File: src/logic/lpd_map.svh
`ifndef LPD_MAP_SVH
`define LPD_MAP_SVH
// ==========================================================
// Clock and timing figures
`define LPD_CLK_NS 100
`define LPD_TCKE_NS 5
`define LPD_TCPDED_NCK 1
`define LPD_TREFI_NS 7800
// Least times round up, longest times round down
`define LPD_TCKE_CYC ((`LPD_TCKE_NS + `LPD_CLK_NS - 1) / `LPD_CLK_NS)
`define LPD_TCPDED_CYC (`LPD_TCPDED_NCK)
`define LPD_TREFI_CYC (`LPD_TREFI_NS / `LPD_CLK_NS)
// The refresh output is registered, so the first load is one short
`define LPD_TCKE_LOAD (`LPD_TCKE_CYC - 1)
// ==========================================================
// Timer width
`define LPD_TMR_W 8
`define LPD_TMR_ZERO 8'h00
`define LPD_TMR_ONE 8'h01
`endif

File: src/logic/lpd_pkg.sv
`default_nettype none
package lpd_pkg;
    // ======================================================
    // Low-power state, one-hot
    typedef enum logic [4:0] {
        LPD_ST_IDLE = 5'h01,
        LPD_ST_SREF = 5'h02,
        LPD_ST_DN_ACT = 5'h04,
        LPD_ST_DN_FAST = 5'h08,
        LPD_ST_DN_SLOW = 5'h10
    } lpd_state_e;
    typedef logic [7:0] lpd_cnt_t;
endpackage
`default_nettype wire

File: src/logic/lpd_tmr_if.sv
`timescale 1ns/1ps
`default_nettype none
interface lpd_tmr_if;
    import lpd_pkg::*;
    logic load;
    lpd_cnt_t value;
    logic done;
    modport ctl (output load, output value, input done);
    modport tmr (input load, input value, output done);
endinterface
`default_nettype wire

File: src/logic/lpd_low_power.sv
`timescale 1ns/1ps
`default_nettype none
`include "lpd_map.svh"
module lpd_low_power (
    input wire logic i_clk,          // 10 MHz core clock
    input wire logic i_rst_n,        // Async reset, active low
    input wire logic i_cke,          // Clock enable from controller
    input wire logic i_cs_n,         // Chip select, active low
    input wire logic i_ras_n,        // Row strobe, active low
    input wire logic i_cas_n,        // Column strobe, active low
    input wire logic i_we_n,         // Write enable, active low
    input wire logic i_banks_open,   // Any bank open after commands
    input wire logic i_busy,         // Commands still completing
    input wire logic i_dll_disable,  // Mode bit: DLL off when high
    input wire logic i_dn_fast_exit, // Mode bit: fast exit when high
    output lpd_pkg::lpd_state_e o_state, // Low-power state
    output logic o_self_refresh,     // In self-refresh
    output logic o_power_down,       // In any power-down mode
    output logic o_dn_active,        // In active power-down
    output logic o_dll_enable,       // DLL running
    output logic o_dll_reset,        // DLL reset pulse at self-refresh exit, DLL enabled
    output logic o_int_clk_en,       // Internal clock enabled
    output logic o_buf_en,           // Input and output buffers on
    output logic o_cmd_rcv_en,       // Command receivers on
    output logic o_ctrl_ignore,      // Control inputs ignored
    output logic o_refresh_pulse     // Internal refresh request
);
    import lpd_pkg::*;

    localparam int AST_REF_WIN = `LPD_TCKE_CYC;
    localparam int AST_CPDED_WIN = `LPD_TCPDED_CYC + 2;

    // ======================================================
    // Reset release
    logic rst_meta_ff;
    logic rst_sync_ff;
    logic rst_n;

    always_ff @(posedge i_clk or negedge i_rst_n) begin
        if (!i_rst_n) begin
            rst_meta_ff <= 1'b0;
            rst_sync_ff <= 1'b0;
        end else begin
            rst_meta_ff <= 1'b1;
            rst_sync_ff <= rst_meta_ff;
        end
    end
    assign rst_n = rst_sync_ff;

    // ======================================================
    // Command decode
    logic nop_cmd;
    logic self_refresh_entry_cmd;
    logic low_power_idle_entry;

    assign nop_cmd = i_cs_n || (i_ras_n && i_cas_n && i_we_n);
    assign self_refresh_entry_cmd = !i_cs_n && !i_ras_n && !i_cas_n &&
        i_we_n && !i_cke;
    assign low_power_idle_entry = !i_cke && nop_cmd;

    // ======================================================
    // Timers
    lpd_tmr_if sr_tmr ();
    lpd_tmr_if dn_tmr ();

    lpd_timer u_sr_timer (
        .i_clk(i_clk),
        .i_rst_n(rst_n),
        .tmr(sr_tmr.tmr)
    );

    lpd_timer u_dn_timer (
        .i_clk(i_clk),
        .i_rst_n(rst_n),
        .tmr(dn_tmr.tmr)
    );

    // ======================================================
    // State
    lpd_state_e state_ff;
    lpd_state_e nxt_state;
    lpd_state_e dn_class;
    logic in_dn;
    logic nxt_in_dn;

    // Mode is settled only once in-progress commands finish
    assign dn_class = i_banks_open ? LPD_ST_DN_ACT :
        (i_dn_fast_exit ? LPD_ST_DN_FAST : LPD_ST_DN_SLOW);
    assign in_dn = (state_ff == LPD_ST_DN_ACT) ||
        (state_ff == LPD_ST_DN_FAST) || (state_ff == LPD_ST_DN_SLOW);
    assign nxt_in_dn = (nxt_state == LPD_ST_DN_ACT) ||
        (nxt_state == LPD_ST_DN_FAST) || (nxt_state == LPD_ST_DN_SLOW);

    always_comb begin
        nxt_state = state_ff;
        case (state_ff)
            LPD_ST_IDLE: begin
                if (self_refresh_entry_cmd) begin
                    nxt_state = LPD_ST_SREF;
                end else if (low_power_idle_entry) begin
                    nxt_state = dn_class;
                end
            end
            LPD_ST_SREF: begin
                // Every control but CKE is don't care here
                if (i_cke) begin
                    nxt_state = LPD_ST_IDLE;
                end
            end
            LPD_ST_DN_ACT, LPD_ST_DN_FAST, LPD_ST_DN_SLOW: begin
                if (i_cke && nop_cmd) begin
                    nxt_state = LPD_ST_IDLE;
                end else if (i_busy) begin
                    nxt_state = dn_class;
                end
            end
            default: begin
                nxt_state = LPD_ST_IDLE;
            end
        endcase
    end

    // ======================================================
    // Timer control
    always_comb begin
        sr_tmr.load = 1'b0;
        sr_tmr.value = lpd_cnt_t'(`LPD_TREFI_CYC);
        if (state_ff != LPD_ST_SREF && nxt_state == LPD_ST_SREF) begin
            sr_tmr.load = 1'b1;
            sr_tmr.value = lpd_cnt_t'(`LPD_TCKE_LOAD);
        end else if (state_ff == LPD_ST_SREF && sr_tmr.done) begin
            sr_tmr.load = 1'b1;
        end
        dn_tmr.load = !in_dn && nxt_in_dn;
        dn_tmr.value = lpd_cnt_t'(`LPD_TCPDED_CYC);
    end

    // ======================================================
    // Outputs, all registered; all but the refresh pulse from the next state
    logic nxt_dll_enable;
    logic nxt_dll_reset;
    logic nxt_cmd_rcv_en;
    logic nxt_refresh;

    always_comb begin
        nxt_dll_enable = !i_dll_disable;
        if (nxt_state == LPD_ST_SREF || nxt_state == LPD_ST_DN_SLOW) begin
            nxt_dll_enable = 1'b0;
        end
        nxt_dll_reset = (state_ff == LPD_ST_SREF) &&
            (nxt_state != LPD_ST_SREF) && !i_dll_disable;
        nxt_cmd_rcv_en = 1'b1;
        if (nxt_state == LPD_ST_SREF) begin
            nxt_cmd_rcv_en = 1'b0;
        end else if (nxt_in_dn && in_dn) begin
            // NOPs still land while tCPDED runs
            nxt_cmd_rcv_en = o_cmd_rcv_en && !dn_tmr.done;
        end
        nxt_refresh = (state_ff == LPD_ST_SREF) && sr_tmr.done;
    end

    // Async reset also pulls the device out of power-down
    always_ff @(posedge i_clk or negedge rst_n) begin
        if (!rst_n) begin
            state_ff <= LPD_ST_IDLE;
            o_state <= LPD_ST_IDLE;
            o_self_refresh <= 1'b0;
            o_power_down <= 1'b0;
            o_dn_active <= 1'b0;
            o_dll_enable <= 1'b0;
            o_dll_reset <= 1'b0;
            o_int_clk_en <= 1'b1;
            o_buf_en <= 1'b1;
            o_cmd_rcv_en <= 1'b1;
            o_ctrl_ignore <= 1'b0;
            o_refresh_pulse <= 1'b0;
        end else begin
            state_ff <= nxt_state;
            o_state <= nxt_state;
            o_self_refresh <= nxt_state == LPD_ST_SREF;
            o_power_down <= nxt_in_dn;
            o_dn_active <= nxt_state == LPD_ST_DN_ACT;
            o_dll_enable <= nxt_dll_enable;
            o_dll_reset <= nxt_dll_reset;
            o_int_clk_en <= nxt_state != LPD_ST_SREF;
            o_buf_en <= nxt_state == LPD_ST_IDLE;
            o_cmd_rcv_en <= nxt_cmd_rcv_en;
            o_ctrl_ignore <= nxt_state == LPD_ST_SREF;
            o_refresh_pulse <= nxt_refresh;
        end
    end
endmodule
`default_nettype wire

File: src/logic/lpd_timer.sv
`timescale 1ns/1ps
`default_nettype none
`include "lpd_map.svh"
module lpd_timer (
    input wire logic i_clk,   // Core clock
    input wire logic i_rst_n, // Synchronised reset, active low
    lpd_tmr_if.tmr tmr        // Load, value and expiry
);
    import lpd_pkg::*;
    lpd_cnt_t cnt_ff;
    lpd_cnt_t nxt_cnt;
    logic armed_ff;
    logic nxt_armed;

    always_comb begin
        nxt_cnt = cnt_ff;
        nxt_armed = armed_ff;
        if (tmr.load) begin
            nxt_cnt = tmr.value;
            nxt_armed = 1'b1;
        end else if (cnt_ff != `LPD_TMR_ZERO) begin
            nxt_cnt = cnt_ff - `LPD_TMR_ONE;
        end
    end

    always_ff @(posedge i_clk or negedge i_rst_n) begin
        if (!i_rst_n) begin
            cnt_ff <= `LPD_TMR_ZERO;
            armed_ff <= 1'b0;
        end else begin
            cnt_ff <= nxt_cnt;
            armed_ff <= nxt_armed;
        end
    end

    // Stays high until reloaded
    assign tmr.done = armed_ff && (cnt_ff == `LPD_TMR_ZERO);
endmodule
`default_nettype wire

File: config.mk
export PLATFORM = sky130hd
export DESIGN_NAME = lpd_low_power
export DESIGN_NICKNAME = d
export VERILOG_FILES = /design/src/logic/lpd_pkg.sv /design/src/logic/lpd_tmr_if.sv /design/src/logic/lpd_low_power.sv /design/src/logic/lpd_timer.sv
export VERILOG_INCLUDE_DIRS = /design/src /design/src/logic
export SDC_FILE = /design/constraint.sdc
export NUM_CORES = 1
export LEC_CHECK = 0
export BUFFER_PORTS_ARGS = -buffer_cell sky130_fd_sc_hd__buf_2
export CORE_ASPECT_RATIO = 0.75
export CORE_UTILIZATION = 59
export DETAILED_ROUTE_END_ITERATION = 7
export PLACE_DENSITY_LB_ADDON = 0.3
export REMOVE_ABC_BUFFERS = 1
export SLEW_MARGIN = 20
export SYNTH_ARGS = -nofsm -noshare
export SYNTH_HDL_FRONTEND = slang
export SYNTH_SLANG_ARGS = --single-unit
File: constraint.sdc
create_clock -name i_clk -period 2.5 [get_ports i_clk]
set_clock_uncertainty 0.05 [all_clocks]
set_input_delay 0.25 -clock i_clk [delete_from_list [all_inputs] [get_ports i_clk]]
set_output_delay 0.25 -clock i_clk [all_outputs]
set_load 0.02 [all_outputs]
==> metrics.cfg <==
[status]
status = complete, no violations

[grt]
grt_max_degree = 33
grt_overflow = 0
antenna_found_initial = 0
grt_pass1_vias = 1147
grt_use_total_pct = 22.9
grt_pass1_wl_um = 5060

[synth]
yosysWarnings = 0
synth_top_area_share_pct = 46.3
ys_seq_area_share_pct = 52.8
synth_compound_area_share_pct = 14.0
synth_common_cells = 30 x dfrtp_1, 15 x nor2_1, 13 x nand2_1
synth_area_leaders = dfrtp_1 46%, dfstp_2 6.5%, nand2b_1 4.2%, nor2_1 3.5%, a21oi_1 3.1%
avgSynthCellArea_sq_um = 10.2
ys_seq_elements = 34
synth_most_common_cell = dfrtp_1
synthCells = 159
syn-cell-area_sq_um = 1620
synth_edf_count = 0
yosys-mux-area-fraction_pct = 1.85
synth_simple_gate_area_share_pct = 24.3
ys_async_sr_fraction_pct = 100
synth_top_family_by_area = simple AND/OR/NAND/NOR gates
ys_types = 46
yosysTopAreaCell = dfrtp_1
ys.flop_type = dfrtp_1
synth-adder-area-share_pct = 1.54
synthXorXnorAreaFrac_pct = 2.16

[power_and_ir_drop]
p_leak_uw = 0.000920
switching_share_pct = 33.8
pwr-share-comb_pct = 33.0
internal-power_uw = 1400
power.share.sequential_pct = 42.2
power_switching_uw = 716
clkPwrFrac_pct = 24.8
p_total_uw = 2120
powerDensity_nw_per_um2 = 1110
ir_worst_vdd_mv = 0.734

[clocking]
clkLatencyLatePin_ns = 0.34
clock_path_buffers = 2
cts.sinks = 34
tritoncts = built
h-tree-depth = 2
post_cts_buffers = 0
cts.clk_slew.worst_paths_ns = 0.11
root_buffer = clkbuf_4
ctsHoldBuffers = 1
ctsResizeCount = 0
cts_buffers = 5

[layout]
final_core_util_pct = 73.4
area_growth_pct = 17.9
n_antenna_cell = 0
fin_nets = 205
drive_above_1_share_pct = 25.4
n_fill_cell = 199
final_cell_area_sq_um = 1910
multi_input_area_sq_um = 714
regArea_sq_um = 856

[sta]
hold_slack_ns = 0.0295
setup_viol_count_final = 0
setup_tns_ns = 0
layout_min_cycle_time_ns = 2.19
worst_pin_slew_ns = 0.562
rsz0062_at_grt = no
max_freq_ghz = 0.456
fin_crit_sh_pct = 87.6
final-hold-violation-count = 0
report.final.slew_viol_count = 0
max_slew_margin_pct = 62.2

[route]
drt-pass1-iter-count = 5
antenna_left = 0
drc = 0
drtIter0Drc = 42
via_per_inst = 5.60
wl_per_cell_um = 13.6
vias = 1282
wl_um = 3110

[hold_path]
hp-class = input port to register
min_from = i_dll_disable
worstHoldPathCells = 2
min_to = o_dll_reset$_DFF_PN0_

[critical_path]
crit_required_ns = 2.66
cp_max_fo = 8
start_kind = register
worstSetupPathType = register to register
worstReg2RegEnd = u_sr_timer.cnt_ff[2]$_DFFE_PN0P_
worstRegToRegCells = 6
cp_data_arrival_time_ns = 2.35
cp-end-kind = register
r2r_start = u_sr_timer.cnt_ff[0]$_DFFE_PN0P_
ff2ff_setup_slack_ns = 0.31

[floorplanning]
core_sq_um = 2600
initial_core_util_pct = 62.3
die_x_um = 62.5
dieArea_sq_um = 2960
io_pins = 26
rows = 16
fp.dieH_um = 47.4

[placed_design]
placed_area_sq_um = 1790
gp_congestion = 0.833
hpwl_um = 2260
port_buffers = 25

[run]
cap_violations = 0

-- sequential cells by signal (all words and copies together) (netlist names) --
signal and count:
u_sr_timer.cnt_ff 8, o_cmd_rcv_en 1, rst_n 1, o_buf_en 1, u_dn_timer.cnt_ff 8, o_power_down 1, o_dll_enable 1, rst_meta_ff 1
o_dn_active 1, state_ff 5, u_sr_timer.armed_ff 1, o_int_clk_en 1, o_refresh_pulse 1, u_dn_timer.armed_ff 1, o_ctrl_ignore 1, o_dll_reset 1
-- through the flow --
| stage | worst slack [ns] | cells |
|---|---|---|
| detailed placement | 0.386 | 220 |
| floorplan | 0.497 | 156 |
| global route | 0.101 | 229 |
| CTS | 0.336 | 229 |
| global placement | 0.485 | 220 |
| finish | 0.309 | 229 |
-- power by group through the flow --
stage	combinational [uW]	clock (uW)	sequential [uW]
final	698	525	894
after floorplan	488	0	915
after CTS	702	528	890
after global routing	785	549	929
after global placement	663	0	889
after detailed placement	696	0	895
-- how the worst max path moves through the flow --
| stage | startpoint | endpoint |
|---|---|---|
| 2_1_floorplan | state_ff[2]$_DFF_PN0_ | o_dll_enable$_DFF_PN0_ |
| 5_1_grt | u_sr_timer.cnt_ff[0]$_DFFE_PN0P_ | u_sr_timer.cnt_ff[2]$_DFFE_PN0P_ |
| 4_1_cts | u_sr_timer.cnt_ff[0]$_DFFE_PN0P_ | u_sr_timer.cnt_ff[1]$_DFFE_PN0P_ |
| 3_3_place_gp | u_dn_timer.cnt_ff[0]$_DFFE_PN0P_ | u_dn_timer.cnt_ff[0]$_DFFE_PN0P_ |
| 3_5_place_dp | u_sr_timer.cnt_ff[0]$_DFFE_PN0P_ | u_sr_timer.cnt_ff[1]$_DFFE_PN0P_ |
| 6_report | u_sr_timer.cnt_ff[0]$_DFFE_PN0P_ | u_sr_timer.cnt_ff[2]$_DFFE_PN0P_ |
-- layout make-up --
cell class,count,area share (%)
clock buffer,6,2.69
timing repair buffer,29,8.25
inverter,7,1.38
clock inverter,2,3.14
tap,36,2.36
multi-input combinational,115,37.4
sequential,34,44.8
-- worst max-delay path: stages, from the launching register on --
cell and delay [ns]:
dfrtp_1 0.39, inv_1 0.11, ha_1 0.24, nor4b_1 0.48
nand3b_1 0.35, o21ai_0 0.37, nor2_1 0.09
-- layout by cell type (no fill, tap or decap), types with 2 or more instances in the layout --
cell and count:
dfstp_2 4, clkbuf_4 5, nor4_1 2, o31ai_1 2
a21o_1 3, xnor2_1 3, nor3_1 5, and3_1 2
nor2b_1 3, a211oi_1 3, nand2b_1 11, ha_1 2
o21ai_0 8, mux2i_1 3, bufinv_16 2, nand3b_1 2
nand3_1 4, nor3b_1 2, buf_4 3, nor2_1 15
nand2_1 13, buf_2 25, dfrtp_1 30, a21oi_1 10
inv_1 7
-- per-layer routing --
metal | vias up | GRT usage, % | routed length (um)
li1 | 634 | - | -
met2 | 32 | 39.1 | 1510
met4 | 0 | 4.65 | 24
met1 | 612 | 29.2 | 1420
met5 | - | 0 | 0
met3 | 4 | 7.77 | 157
-- cell families (layout without fill, tap and decap cells) --
logic type | after synthesis | after routing
adders and majority gates | 2 | 2
and+or+nand+nor | 70 | 70
buffers and inverters | 10 | 44
xor gates and xnor gates | 4 | 4
muxes | 3 | 3
other | 1 | 1
DFF | 34 | 34
AOI/OAI and AO/OA | 35 | 35
Note: power is estimated with default switching activity, not from simulation.
